**src/hdl/spi_queue_pkg.sv**
```systemverilog
// constants, register map and state type for the spi queue controller
package spi_queue_pkg;
  localparam logic [7:0] CFG_OFS = 8'h00;
  localparam logic [7:0] STAT_OFS = 8'h04;
  localparam logic [7:0] DATA_OFS = 8'h08;
  localparam logic [2:0] HSIZE_WORD = 3'h2;
  localparam int MODE_BIT = 29;
  localparam int PHASE_BIT = 21;
  localparam int ORDER_BIT = 20;
  localparam int TXCLR_BIT = 18;
  localparam int RXCLR_BIT = 17;
  localparam int MASK_BIT = 16;
  localparam int SEL_BIT = 16;
  localparam int IE_LSB = 8;
  localparam int FLAG_LSB = 8;
  localparam int TXTH_LSB = 4;
  localparam int RXTH_LSB = 0;
  localparam logic [31:0] CFG_WMASK = 32'h2030_FFFF;
  localparam logic [31:0] CFG_RST = 32'h0000_0000;
  localparam logic [7:0] FLAGS_RST = 8'h00;
  localparam int F_SEL_FALL = 7;
  localparam int F_SEL_RISE = 6;
  localparam int F_TX_UNDER = 5;
  localparam int F_TX_EMPTY = 4;
  localparam int F_TX_READY = 3;
  localparam int F_RX_OVF = 2;
  localparam int F_RX_FULL = 1;
  localparam int F_RX_READY = 0;
  localparam logic [7:0] IDLE_FILL = 8'hFF;
  localparam logic [3:0] LVL_EMPTY = 4'h0;
  localparam logic [3:0] QUEUE_DEPTH = 4'hF;
  localparam int SCK_HALF_CYC = 4;
  typedef enum logic {M_IDLE, M_RUN} master_state_t;
endpackage

```
**src/hdl/spi_queue_ctrl.sv**
```systemverilog
// spi byte engine with transmit and receive queues behind an ahb-lite slave
//
// The implementer's own choices: the AHB-Lite interface to the registers and the address map.
module spi_queue_ctrl #(
  parameter int SCK_HALF = spi_queue_pkg::SCK_HALF_CYC,
  parameter logic [3:0] DEPTH = spi_queue_pkg::QUEUE_DEPTH
) (
  input wire logic ref_clk,
  input wire logic sys_rst,
  input wire logic hsel,
  input wire logic [31:0] haddr,
  input wire logic [1:0] htrans,
  input wire logic hwrite,
  input wire logic [2:0] hsize,
  input wire logic [31:0] hwdata,
  input wire logic hready,
  output logic hreadyout,
  output logic hresp,
  output logic [31:0] hrdata,
  input wire logic sck_in,
  input wire logic sel_in,
  input wire logic serial_in,
  output logic sck_out,
  output logic sck_oe,
  output logic sel_out,
  output logic sel_oe,
  output logic serial_out,
  output logic serial_oe,
  output logic irq
);
  import spi_queue_pkg::*;

  logic [1:0] sck_sy_ff, sel_sy_ff, sin_sy_ff;
  logic sck_s, sel_s, sin_s, sck_d_ff;
  logic [31:0] cfg_ff, hrdata_ff, nxt_hrdata;
  logic [7:0] flags_ff, flag_set, dph_ofs_ff;
  logic sel_ctrl_ff, sel_out_ff, sel_mon_d_ff, irq_ff, oe_ff, serial_oe_ff, dph_wr_ff;
  logic master, phase, msb_first;
  logic [3:0] tx_thr, rx_thr;
  logic accept, wr_cfg, wr_stat, wr_dat, tx_clr, rx_clr;
  logic [7:0] tx_mem [16];
  logic [7:0] rx_mem [16];
  logic [3:0] tx_wr_ff, tx_rd_ff, tx_cnt_ff, nxt_tx_cnt;
  logic [3:0] rx_wr_ff, rx_rd_ff, rx_cnt_ff, nxt_rx_cnt;
  logic tx_push, tx_pop, tx_avail, rx_push, rx_pop, rx_room;
  master_state_t m_state_ff;
  logic [7:0] m_div_ff;
  logic [3:0] m_edges_ff;
  logic m_sck_ff, m_tick, m_start;
  logic rise_ev, fall_ev, sample_ev, shift_ev, shift_now, load_ev, byte_done;
  logic sel_mon, sel_rise_ev, sel_fall_ev, underrun;
  logic [7:0] tx_sh_ff, rx_sh_ff, ld_byte, rx_byte;
  logic [2:0] bit_cnt_ff;

  function automatic logic [7:0] bit_rev(input logic [7:0] v);
    logic [7:0] r;
    r = 8'h00;
    for (int i = 0; i < 8; i++) begin
      r[i] = v[7 - i];
    end
    return r;
  endfunction

  // pin synchronisers; only the second stage is read
  always_ff @(posedge ref_clk or posedge sys_rst) begin
    if (sys_rst) begin
      sck_sy_ff <= 2'h0;
      sel_sy_ff <= 2'h0;
      sin_sy_ff <= 2'h0;
      sck_d_ff <= 1'b0;
    end else begin
      sck_sy_ff <= {sck_sy_ff[0], sck_in};
      sel_sy_ff <= {sel_sy_ff[0], sel_in};
      sin_sy_ff <= {sin_sy_ff[0], serial_in};
      sck_d_ff <= sck_sy_ff[1];
    end
  end
  assign sck_s = sck_sy_ff[1];
  assign sel_s = sel_sy_ff[1];
  assign sin_s = sin_sy_ff[1];

  assign master = cfg_ff[MODE_BIT];
  assign phase = cfg_ff[PHASE_BIT];
  assign msb_first = cfg_ff[ORDER_BIT];
  assign tx_thr = cfg_ff[TXTH_LSB +: 4];
  assign rx_thr = cfg_ff[RXTH_LSB +: 4];

  // ahb-lite: zero wait, read data captured at the address phase
  assign accept = hsel && hready && htrans[1] && (hsize == HSIZE_WORD);
  always_ff @(posedge ref_clk or posedge sys_rst) begin
    if (sys_rst) begin
      dph_wr_ff <= 1'b0;
      dph_ofs_ff <= 8'h00;
    end else begin
      dph_wr_ff <= accept && hwrite;
      if (accept) begin
        dph_ofs_ff <= haddr[7:0];
      end
    end
  end
  assign wr_cfg = dph_wr_ff && (dph_ofs_ff == CFG_OFS);
  assign wr_stat = dph_wr_ff && (dph_ofs_ff == STAT_OFS);
  assign wr_dat = dph_wr_ff && (dph_ofs_ff == DATA_OFS);
  assign tx_clr = wr_cfg && !hwdata[MASK_BIT] && hwdata[TXCLR_BIT];
  assign rx_clr = wr_cfg && !hwdata[MASK_BIT] && hwdata[RXCLR_BIT];

  always_comb begin
    case (haddr[7:0])
      CFG_OFS: nxt_hrdata = cfg_ff;
      STAT_OFS: nxt_hrdata = {15'h0000, master ? sel_ctrl_ff : sel_s, flags_ff, tx_cnt_ff, rx_cnt_ff};
      DATA_OFS: nxt_hrdata = {24'h000000, (rx_cnt_ff != LVL_EMPTY) ? rx_mem[rx_rd_ff] : 8'h00};
      default: nxt_hrdata = 32'h0000_0000;
    endcase
  end

  always_ff @(posedge ref_clk or posedge sys_rst) begin
    if (sys_rst) begin
      hrdata_ff <= 32'h0000_0000;
    end else if (accept && !hwrite) begin
      hrdata_ff <= nxt_hrdata;
    end
  end
  assign hrdata = hrdata_ff;
  assign hreadyout = 1'b1 | sys_rst;
  assign hresp = 1'b0 & sys_rst;

  // configuration; clear and mask bits are not stored
  always_ff @(posedge ref_clk or posedge sys_rst) begin
    if (sys_rst) begin
      cfg_ff <= CFG_RST;
    end else if (wr_cfg) begin
      if (hwdata[MASK_BIT]) begin
        cfg_ff[15:0] <= hwdata[15:0];
      end else begin
        cfg_ff <= hwdata & CFG_WMASK;
      end
    end
  end

  always_ff @(posedge ref_clk or posedge sys_rst) begin
    if (sys_rst) begin
      sel_ctrl_ff <= 1'b0;
    end else if (wr_stat && master) begin
      sel_ctrl_ff <= hwdata[SEL_BIT];
    end
  end

  // master clock engine: sixteen half periods per byte
  assign m_tick = (m_state_ff == M_RUN) && (m_div_ff == 8'(SCK_HALF - 1));
  assign m_start = (m_state_ff == M_IDLE) && master && sel_out_ff && tx_avail && !tx_clr;
  always_ff @(posedge ref_clk or posedge sys_rst) begin
    if (sys_rst) begin
      m_state_ff <= M_IDLE;
      m_div_ff <= 8'h00;
      m_edges_ff <= 4'h0;
      m_sck_ff <= 1'b0;
    end else if (tx_clr || !master) begin
      m_state_ff <= M_IDLE;
      m_div_ff <= 8'h00;
      m_edges_ff <= 4'h0;
      m_sck_ff <= 1'b0;
    end else begin
      case (m_state_ff)
        M_IDLE: begin
          if (m_start) begin
            m_state_ff <= M_RUN;
            m_div_ff <= 8'h00;
            m_edges_ff <= 4'h0;
          end
        end
        M_RUN: begin
          if (m_tick) begin
            m_div_ff <= 8'h00;
            m_sck_ff <= !m_sck_ff;
            m_edges_ff <= m_edges_ff + 4'h1;
            if (m_edges_ff == 4'hF) begin
              m_state_ff <= M_IDLE;
            end
          end else begin
            m_div_ff <= m_div_ff + 8'h01;
          end
        end
        default: m_state_ff <= M_IDLE;
      endcase
    end
  end

  // select follows software only between bytes
  always_ff @(posedge ref_clk or posedge sys_rst) begin
    if (sys_rst) begin
      sel_out_ff <= 1'b0;
    end else if (!master) begin
      sel_out_ff <= 1'b0;
    end else if (m_state_ff == M_IDLE && !m_start) begin
      sel_out_ff <= sel_ctrl_ff;
    end
  end

  // clock edges; in slave mode the select gates the clock
  assign rise_ev = master ? (m_tick && !m_sck_ff) : (sel_s && sck_s && !sck_d_ff);
  assign fall_ev = master ? (m_tick && m_sck_ff) : (sel_s && !sck_s && sck_d_ff);
  assign sample_ev = phase ? fall_ev : rise_ev;
  assign shift_ev = phase ? rise_ev : fall_ev;
  assign sel_mon = master ? sel_out_ff : sel_s;
  assign sel_rise_ev = sel_mon && !sel_mon_d_ff;
  assign sel_fall_ev = !sel_mon && sel_mon_d_ff;
  assign load_ev = master ? m_start : ((shift_ev && bit_cnt_ff == 3'h0) || (sel_rise_ev && !phase));
  assign shift_now = shift_ev && (bit_cnt_ff != 3'h0) && !load_ev;
  assign tx_avail = (tx_cnt_ff != LVL_EMPTY) && (tx_thr != 4'h0);
  assign tx_pop = load_ev && tx_avail;
  assign underrun = load_ev && !master && !tx_avail;
  assign ld_byte = tx_avail ? tx_mem[tx_rd_ff] : IDLE_FILL;
  assign rx_byte = msb_first ? {rx_sh_ff[6:0], sin_s} : {sin_s, rx_sh_ff[7:1]};
  assign byte_done = sample_ev && (bit_cnt_ff == 3'h7);

  always_ff @(posedge ref_clk or posedge sys_rst) begin
    if (sys_rst) begin
      sel_mon_d_ff <= 1'b0;
    end else begin
      sel_mon_d_ff <= sel_mon;
    end
  end

  // shifters; transmit bit always leaves from bit 7
  always_ff @(posedge ref_clk or posedge sys_rst) begin
    if (sys_rst) begin
      tx_sh_ff <= IDLE_FILL;
      rx_sh_ff <= 8'h00;
      bit_cnt_ff <= 3'h0;
    end else begin
      if (tx_clr) begin
        tx_sh_ff <= IDLE_FILL;
      end else if (load_ev) begin
        tx_sh_ff <= msb_first ? ld_byte : bit_rev(ld_byte);
      end else if (shift_now) begin
        tx_sh_ff <= {tx_sh_ff[6:0], 1'b1};
      end
      if (rx_clr) begin
        rx_sh_ff <= 8'h00;
      end else if (sample_ev) begin
        rx_sh_ff <= rx_byte;
      end
      if (tx_clr || rx_clr || (!master && sel_rise_ev)) begin
        bit_cnt_ff <= 3'h0;
      end else if (sample_ev) begin
        bit_cnt_ff <= bit_cnt_ff + 3'h1;
      end
    end
  end

  // queues: sixteen slots, at most DEPTH held
  assign tx_push = wr_dat && (tx_thr != 4'h0) && (tx_cnt_ff != DEPTH);
  assign rx_room = rx_cnt_ff != DEPTH;
  assign rx_push = byte_done && (rx_thr != 4'h0) && rx_room && !rx_clr;
  assign rx_pop = accept && !hwrite && (haddr[7:0] == DATA_OFS) && (rx_cnt_ff != LVL_EMPTY);

  always_comb begin
    case ({tx_push, tx_pop})
      2'b10: nxt_tx_cnt = tx_cnt_ff + 4'h1;
      2'b01: nxt_tx_cnt = tx_cnt_ff - 4'h1;
      default: nxt_tx_cnt = tx_cnt_ff;
    endcase
    if (tx_clr) begin
      nxt_tx_cnt = LVL_EMPTY;
    end
    case ({rx_push, rx_pop})
      2'b10: nxt_rx_cnt = rx_cnt_ff + 4'h1;
      2'b01: nxt_rx_cnt = rx_cnt_ff - 4'h1;
      default: nxt_rx_cnt = rx_cnt_ff;
    endcase
    if (rx_clr) begin
      nxt_rx_cnt = LVL_EMPTY;
    end
  end

  always_ff @(posedge ref_clk) begin
    if (tx_push) begin
      tx_mem[tx_wr_ff] <= hwdata[7:0];
    end
    if (rx_push) begin
      rx_mem[rx_wr_ff] <= rx_byte;
    end
  end

  always_ff @(posedge ref_clk or posedge sys_rst) begin
    if (sys_rst) begin
      tx_wr_ff <= 4'h0;
      tx_rd_ff <= 4'h0;
      tx_cnt_ff <= LVL_EMPTY;
    end else begin
      tx_cnt_ff <= nxt_tx_cnt;
      if (tx_clr) begin
        tx_wr_ff <= 4'h0;
        tx_rd_ff <= 4'h0;
      end else begin
        if (tx_push) begin
          tx_wr_ff <= tx_wr_ff + 4'h1;
        end
        if (tx_pop) begin
          tx_rd_ff <= tx_rd_ff + 4'h1;
        end
      end
    end
  end

  always_ff @(posedge ref_clk or posedge sys_rst) begin
    if (sys_rst) begin
      rx_wr_ff <= 4'h0;
      rx_rd_ff <= 4'h0;
      rx_cnt_ff <= LVL_EMPTY;
    end else begin
      rx_cnt_ff <= nxt_rx_cnt;
      if (rx_clr) begin
        rx_wr_ff <= 4'h0;
        rx_rd_ff <= 4'h0;
      end else begin
        if (rx_push) begin
          rx_wr_ff <= rx_wr_ff + 4'h1;
        end
        if (rx_pop) begin
          rx_rd_ff <= rx_rd_ff + 4'h1;
        end
      end
    end
  end

  // sticky flags: a set in the clearing cycle wins
  always_comb begin
    flag_set = 8'h00;
    flag_set[F_SEL_FALL] = sel_fall_ev;
    flag_set[F_SEL_RISE] = sel_rise_ev;
    flag_set[F_TX_UNDER] = underrun;
    flag_set[F_TX_EMPTY] = (tx_cnt_ff != LVL_EMPTY) && (nxt_tx_cnt == LVL_EMPTY);
    flag_set[F_TX_READY] = (tx_thr != 4'h0) && (nxt_tx_cnt == tx_thr) && (tx_cnt_ff != tx_thr);
    flag_set[F_RX_OVF] = byte_done && (rx_thr != 4'h0) && !rx_room;
    flag_set[F_RX_FULL] = (nxt_rx_cnt == 4'hF) && (rx_cnt_ff != 4'hF);
    flag_set[F_RX_READY] = (rx_thr != 4'h0) && (nxt_rx_cnt == rx_thr) && (rx_cnt_ff != rx_thr);
  end

  always_ff @(posedge ref_clk or posedge sys_rst) begin
    if (sys_rst) begin
      flags_ff <= FLAGS_RST;
      irq_ff <= 1'b0;
    end else begin
      flags_ff <= (wr_stat ? (flags_ff & hwdata[FLAG_LSB +: 8]) : flags_ff) | flag_set;
      irq_ff <= |(flags_ff & cfg_ff[IE_LSB +: 8]);
    end
  end

  always_ff @(posedge ref_clk or posedge sys_rst) begin
    if (sys_rst) begin
      oe_ff <= 1'b0;
      serial_oe_ff <= 1'b0;
    end else begin
      oe_ff <= master;
      serial_oe_ff <= master || sel_s;
    end
  end
  assign sck_out = m_sck_ff;
  assign sck_oe = oe_ff;
  assign sel_out = sel_out_ff;
  assign sel_oe = oe_ff;
  assign serial_out = tx_sh_ff[7];
  assign serial_oe = serial_oe_ff;
  assign irq = irq_ff;
endmodule

```
**config.mk**
```make
export PLATFORM = sky130hd
export DESIGN_NAME = spi_queue_ctrl
export DESIGN_NICKNAME = d
export VERILOG_FILES = /design/src/hdl/spi_queue_pkg.sv /design/src/hdl/spi_queue_ctrl.sv
export SDC_FILE = /design/constraint.sdc
export NUM_CORES = 1
export LEC_CHECK = 0
export ABC_AREA = 1
export BUFFER_PORTS_ARGS = -buffer_cell sky130_fd_sc_hd__buf_2
export CAP_MARGIN = 0
export CORE_MARGIN = 1.5
export CORE_UTILIZATION = 30
export CTS_BUF_LIST = sky130_fd_sc_hd__clkbuf_2 sky130_fd_sc_hd__clkbuf_4 sky130_fd_sc_hd__clkbuf_8
export CTS_CLUSTER_DIAMETER = 150
export DETAILED_ROUTE_END_ITERATION = 16
export GPL_TIMING_DRIVEN = 0
export PLACE_DENSITY = 0.54
export SYNTH_ARGS = -nofsm -noshare
export SYNTH_HDL_FRONTEND = slang
export SYNTH_SLANG_ARGS = --single-unit
```
**constraint.sdc**
```tcl
create_clock -name ref_clk -period 5.5 [get_ports ref_clk]
set_clock_uncertainty 0.1 [all_clocks]
set_input_delay 0.825 -clock ref_clk [delete_from_list [all_inputs] [get_ports ref_clk]]
set_output_delay 0.825 -clock ref_clk [all_outputs]
set_load 0.005 [all_outputs]
```
* After elaboration in Yosys (flattened, before gate mapping) *
Memory sizes are Yosys's and may differ from the RTL's.
Cells that the tools add are included.

storage, ports and cells
  memories = 2
  output and inout port bits = 41
  RAM bits = 256
  bits in registers = 138

cells by class
  bitwise logic cells = 5
  add/subtract/negate cells = 11
  reduce and logical (&&, ||, !) cells = 92
  muxes and demuxes = 54
  equal/unequal tests = 22

memories
  memory  depth  width  rd ports  clocked after Yosys merged registers in  wr ports  RTL line              text
  rx_mem  16     8      1         0                                        1         spi_queue_ctrl.sv:42  logic [7:0] rx_mem [16];
  tx_mem  16     8      1         0                                        1         spi_queue_ctrl.sv:41  logic [7:0] tx_mem [16];

operators with widths
  operator               count
  $mux W8                13
  $pmux W30 S3           1
  $mux W4                13
  $logic_and A1 B1 Y1    50
  $add A4 B1 Y4 const B  7
  $pmux W4 S2            3
  $mux W1                20
  $and A8 B8 Y8          2
  $eq A8 B3 Y1 const B   2
  $eq A8 B4 Y1 const B   2
  $logic_not A8 Y1       2
  $pmux W8 S2            1
  $reduce_bool A2 Y1     8
  $reduce_bool A4 Y1     4
  $logic_not A1 Y1       15
  $add A8 B1 Y8 const B  1
  $eq A4 B4 Y1           2
  $eq A4 B4 Y1 const B   2
  $eq A8 B2 Y1 const B   1
  $ne A4 B4 Y1           2
  $ne A4 B4 Y1 const B   2
  $or A8 B8 Y8           1
  $reduce_or A8 Y1       1
  $sub A4 B1 Y4 const B  2
  other kinds (16)       27

* Logic depth before layout (Yosys ltp) *
  depth in word-level cells = 16
  depth in mapped cells = 28
  depth with buffers taken out = 28

* Worst setup path after synthesis *
Ideal clock, no wire load.

  path type = input port to flip-flop
  from = in hsize[1]
  to = reg flags_ff[0]
  setup time = 0.065 ns
  arrival = 3.423 ns
  setup slack = 1.912 ns
  path buffers = 1
  data required time = 5.335 ns
  cell stages on the path = 19
  path through = nand4_1 > or3_1 > clkbuf_1 > nor2_2 > nand2_1 > inv_1 > ha_1 > nand2_1 > inv_1 > nor2_1 > ha_1 > a21oi_1 > xor2_1 > o21ai_0 > nand2_1 > xnor2_1 > nor4_1 > o41ai_1 > nand2_1

between the ends
  word-level cells in the longest chain between the ends = 12
  elaborated cells on any way between the ends = 13
  those cells by class = 4 x eq/ne; 2 x mux; 1 x bitwise; 6 x reduce/logical

ends and longest elaborated chain
  what                                                 RTL line               text
  start, declared                                      spi_queue_ctrl.sv:14   input wire logic [2:0] hsize,
  $eq A3 B2 Y1 *                                       spi_queue_ctrl.sv:89   assign accept = hsel && hready && htrans[1] && (hsize == HSIZE_WORD);
  $logic_and A1 B1 Y1 *                                spi_queue_ctrl.sv:89
  $logic_and A1 B1 Y1 * (3 in series)                  spi_queue_ctrl.sv:255  assign rx_pop = accept && !hwrite && (haddr[7:0] == DATA_OFS) && (rx_cnt_ff != LVL_EMPTY);
  $eq A2 B1 Y1 / $eq A2 B2 Y1 (equally long branches)  spi_queue_ctrl.sv:266  case ({rx_push, rx_pop})
  $pmux W4 S2 *                                        spi_queue_ctrl.sv:266
  $mux W4 *                                            spi_queue_ctrl.sv:271  if (rx_clr) begin
  $eq A4 B4 Y1 *                                       spi_queue_ctrl.sv:337  flag_set[F_RX_READY] = (rx_thr != 4'h0) && (nxt_rx_cnt == rx_thr) && (rx_cnt_ff != rx_thr);
  $logic_and A1 B1 Y1 * (2 in series)                  spi_queue_ctrl.sv:337
  $or A8 B8 Y8 *                                       spi_queue_ctrl.sv:345  flags_ff <= (wr_stat ? (flags_ff & hwdata[FLAG_LSB +: 8]) : flags_ff) | flag_set;
  end signal, assigned                                 spi_queue_ctrl.sv:345
  end, declared                                        spi_queue_ctrl.sv:36   logic [7:0] flags_ff, flag_set, dph_ofs_ff;

Every way passes the cells marked *; elsewhere a longest branch is shown, timed or not.
A chain may end at the register's enable or synchronous reset.

* Worst setup path in the final report *
  from = reg m_div_ff[0]
  to = reg flags_ff[0]

between the ends
  word-level cells in the longest chain between the ends = 16
  elaborated cells on any way between the ends = 19
  those cells by class = 4 x eq/ne; 5 x mux; 1 x bitwise; 9 x reduce/logical

ends and longest elaborated chain
  what                                                 RTL line                                      text
  start, declared                                      spi_queue_ctrl.sv:47                          logic [7:0] m_div_ff;
  start signal, assigned                               spi_queue_ctrl.sv:180                         m_div_ff <= m_div_ff + 8'h01;
  $eq A8 B2 Y1 *                                       spi_queue_ctrl.sv:149                         assign m_tick = (m_state_ff == M_RUN) && (m_div_ff == 8'(SCK_HALF - 1));
  $logic_and A1 B1 Y1 *                                spi_queue_ctrl.sv:149
  $logic_and A1 B1 Y1 (on tied branches)               spi_queue_ctrl.sv:200, spi_queue_ctrl.sv:201
  $mux W1 (on tied branches)                           spi_queue_ctrl.sv:200, spi_queue_ctrl.sv:201
  $mux W1 *                                            spi_queue_ctrl.sv:202                         assign sample_ev = phase ? fall_ev : rise_ev;
  $logic_and A1 B1 Y1 *                                spi_queue_ctrl.sv:214                         assign byte_done = sample_ev && (bit_cnt_ff == 3'h7);
  $logic_and A1 B1 Y1 * (3 in series)                  spi_queue_ctrl.sv:254                         assign rx_push = byte_done && (rx_thr != 4'h0) && rx_room && !rx_clr;
  $eq A2 B1 Y1 / $eq A2 B2 Y1 (equally long branches)  spi_queue_ctrl.sv:266
  $pmux W4 S2 *                                        spi_queue_ctrl.sv:266
  $mux W4 *                                            spi_queue_ctrl.sv:271
  $eq A4 B4 Y1 *                                       spi_queue_ctrl.sv:337
  $logic_and A1 B1 Y1 * (2 in series)                  spi_queue_ctrl.sv:337
  $or A8 B8 Y8 *                                       spi_queue_ctrl.sv:345

Marks and branches as above.

==> impl_metrics.py <==
metrics = {
    "outcome": {
        "status": "finished clean",
    },
    "setup_path": {
        "cp-start-kind": "flop",
        "cp_max_fo": 5,
        "max_stage_delay_ps": 380,
        "crit_arrival_ps": 4860,
        "path_class": "reg -> reg",
        "endpoint_kind": "flop",
        "critPathSlowestCell": "dfrtp_1",
        "critPathMostFrequentCell": "nand2_1",
        "required_ps": 5960,
    },
    "timing": {
        "post-route-min-period_ps": 4393,
        "setup_viol": 0,
        "tightestPinTransition_ps": 1088,
        "layout_setup_ws_ps": 1107,
        "rsz0062_at_grt": "false",
        "timing.hold.ws_ps": 138.1,
        "slew_headroom_pct": 27.17,
        "hold_violations": 0,
        "post-route-period-util_pct": 79.87,
        "fmaxAchievable_mhz": 227.6,
        "drv_slew": 0,
    },
    "routing": {
        "viasPerCell": 4.862,
        "drt-initial-drc-count": 1075,
        "ant_nets": 0,
        "dr.pass1.iters": 6,
        "via_count": 11853,
        "drc_errors": 0,
        "wl_per_cell_um": 18.50,
        "routed_wl_um": 45110,
    },
    "pwr": {
        "power_frac_comb_pct": 21.8,
        "switching_power_mw": 2.436,
        "internal-power_mw": 5.381,
        "power.total_mw": 7.817,
        "switching_share_pct": 31.17,
        "seq_power_share_pct": 44.4,
        "leakagePower_nw": 7.724,
        "vdd_ir_drop_max_mv": 0.2849,
        "power_density_mw_per_mm2": 396.5,
        "power_frac_clock_pct": 33.8,
    },
    "clock_network": {
        "numCtsBuffers": 61,
        "cts_sinks": 382,
        "clockBufferDepth": 3,
        "root_buffer": "clkbuf_8",
        "clk_pin_slew_ps": 60,
        "tritoncts": "built",
        "h-tree-depth": 2,
        "hold_buffers": 0,
        "postCtsSetupRepairBufs": 0,
        "clk_latency_ps": 640,
        "cts_resized": 0,
    },
    "logic_synthesis": {
        "async_reset_ff_share_pct": 32.98,
        "ys_ff_latch": 382,
        "synth_ff_type": "edfxtp_1",
        "yosys.area.top_type": "edfxtp_1",
        "synth_edf_count": 256,
        "avgSynthCellArea_um2": 11.43,
        "netlist_instances": 1485,
        "synthTopCellsByArea": "edfxtp_1, dfrtp_1, o21ai_0",
        "synth-seq-area-share_pct": 63.94,
        "synth_warnings": 0,
        "syn_area_mm2": 0.01697,
        "yosysUniqueCellTypes": 60,
        "synth_top_cell_area_share_pct": 45.30,
    },
    "layout": {
        "layoutNonFillerInstCount": 2438,
        "layout-drive-gt1-share_pct": 15.64,
        "final_cell_mix": "edfxtp_1, nand2_1, nor2_1",
        "syn2layout_area_growth_pct": 16.18,
        "fin_area_mm2": 0.01972,
        "layout_commonest_cell": "edfxtp_1",
        "final_nets": 1733,
    },
    "placement": {
        "dp_slack_ps": 853.4,
        "place_inst": 2321,
        "portBuffers": 68,
        "hpwl_um": 31300,
        "place_congestion": 0.8459,
        "placed_cell_area_mm2": 0.01838,
    },
    "global_route": {
        "grt_pass1_vias": 11532,
        "grt.total_usage_pct": 15.60,
        "antenna_found_initial": 2,
        "overflow": 0,
        "grt_max_degree": 79,
        "grt_pass1_wl_um": 68790,
    },
    "die": {
        "ioPinCount": 118,
        "die-area_mm2": 0.05800,
        "die_w_um": 240.8,
        "rows": 86,
        "dieHeight_um": 240.8,
        "start_util_pct": 30.56,
        "core-area_mm2": 0.05552,
    },
    "job": {
        "cap_viol_max_count": 0,
    },
    "hold_path": {
        "hp-class": "in -> async",
    },
}
metal layers:
metal / routed length, um / global-route usage, % / vias to the layer above
met4: 939 / 4.091 / 0
met1: 20440 / 21.69 / 5873
met5: 0 / 0 / -
met2: 20880 / 24.65 / 340
li1: - / - / 5578
met3: 2852 / 3.340 / 62
final cells by class:
cell class	count	area (um^2)
fillers	5606	35810
flip-flops and latches	382	10850
multi-input cells	893	5259
clock buffers	79	1025
well taps	748	935.9
inverters	142	538.0
repair buffers	76	420.4
plain buffers	80	379.1
clock inverters	36	302.8
diodes	2	5.005
critical path: cells and delay by family, from the launching register on:
family	cells	cell delay [ps]
simple gates	14	2030
fa+ha+maj	3	630
compound gates	3	410
xor+xnor	2	330
buf+inv	5	500
flops	1	380
cell families (layout without fill, tap and decap cells):
kind of cell             after synthesis  in the layout  share of synthesized area [%]
buffers and inverters                222            413                          5.375
AO/OA/AOI/OAI                        331            331                          11.99
XOR/XNOR                              20             20                          1.032
AND/OR/NAND/NOR                      441            441                          12.10
multiplexers                          67             67                          4.048
other                                  2             16                        0.04425
flip-flops                           382            382                          63.94
adder cells (fa/ha/maj)               20             20                          1.475
final timing paths:
path                            depth (start not counted)  slack (ps)      endpoint    startpoint
worst min-delay path                                    2         140   flags_ff[0]       sys_rst
min in group ref_clk                                    1         200  sin_sy_ff[0]     serial_in
worst min register to register                          0         250  sin_sy_ff[1]  sin_sy_ff[0]
worst max register to register                         27        1110   flags_ff[0]   m_div_ff[0]
worst max-delay path                                   27        1110   flags_ff[0]   m_div_ff[0]
max in group asynchronous                               3        4360   tx_sh_ff[7]       sys_rst
cell usage after synthesis (all sizes together) (21+ instances only):
cell	count
o221ai	21
edfxtp	256
dfrtp	118
nor2	145
o211ai	44
a21oi	69
nand2	189
o21ai	139
mux2i	54
nand3	65
inv	139
clkbuf	48
buf	32
power groups by stage:
stage | Clock, mW | Sequential (mW) | Combinational [mW]
after floorplan | 0 | 3.49 | 1.12
after global placement | 0 | 3.53 | 1.63
after detailed placement | 0 | 3.52 | 1.70
after CTS | 2.70 | 3.47 | 1.70
after global routing | 2.83 | 3.49 | 1.89
final | 2.64 | 3.47 | 1.70
sequential cells by signal, summed over array words and instances, names as in the netlist, 3 cells and up:
| register | cells |
|---|---|
| rx_mem | 128 |
| bit_cnt_ff | 3 |
| flags_ff | 8 |
| rx_sh_ff | 8 |
| tx_wr_ff | 4 |
| tx_mem | 128 |
| tx_rd_ff | 4 |
| tx_sh_ff | 8 |
| m_div_ff | 8 |
| dph_ofs_ff | 8 |
| rx_rd_ff | 4 |
| cfg_ff | 19 |
| hrdata | 20 |
| tx_cnt_ff | 4 |
| rx_cnt_ff | 4 |
| rx_wr_ff | 4 |
| m_edges_ff | 4 |
through the flow:
stage | utilization [%] | setup TNS (ps)
after CTS | 35.50 | 0
after global routing | 35.50 | 0
after detailed placement | 33.11 | 0
final | 35.51 | 0
after global placement | 32.94 | -44590
after floorplan | - | 0
No activity file was read; power rests on OpenSTA's default activity.
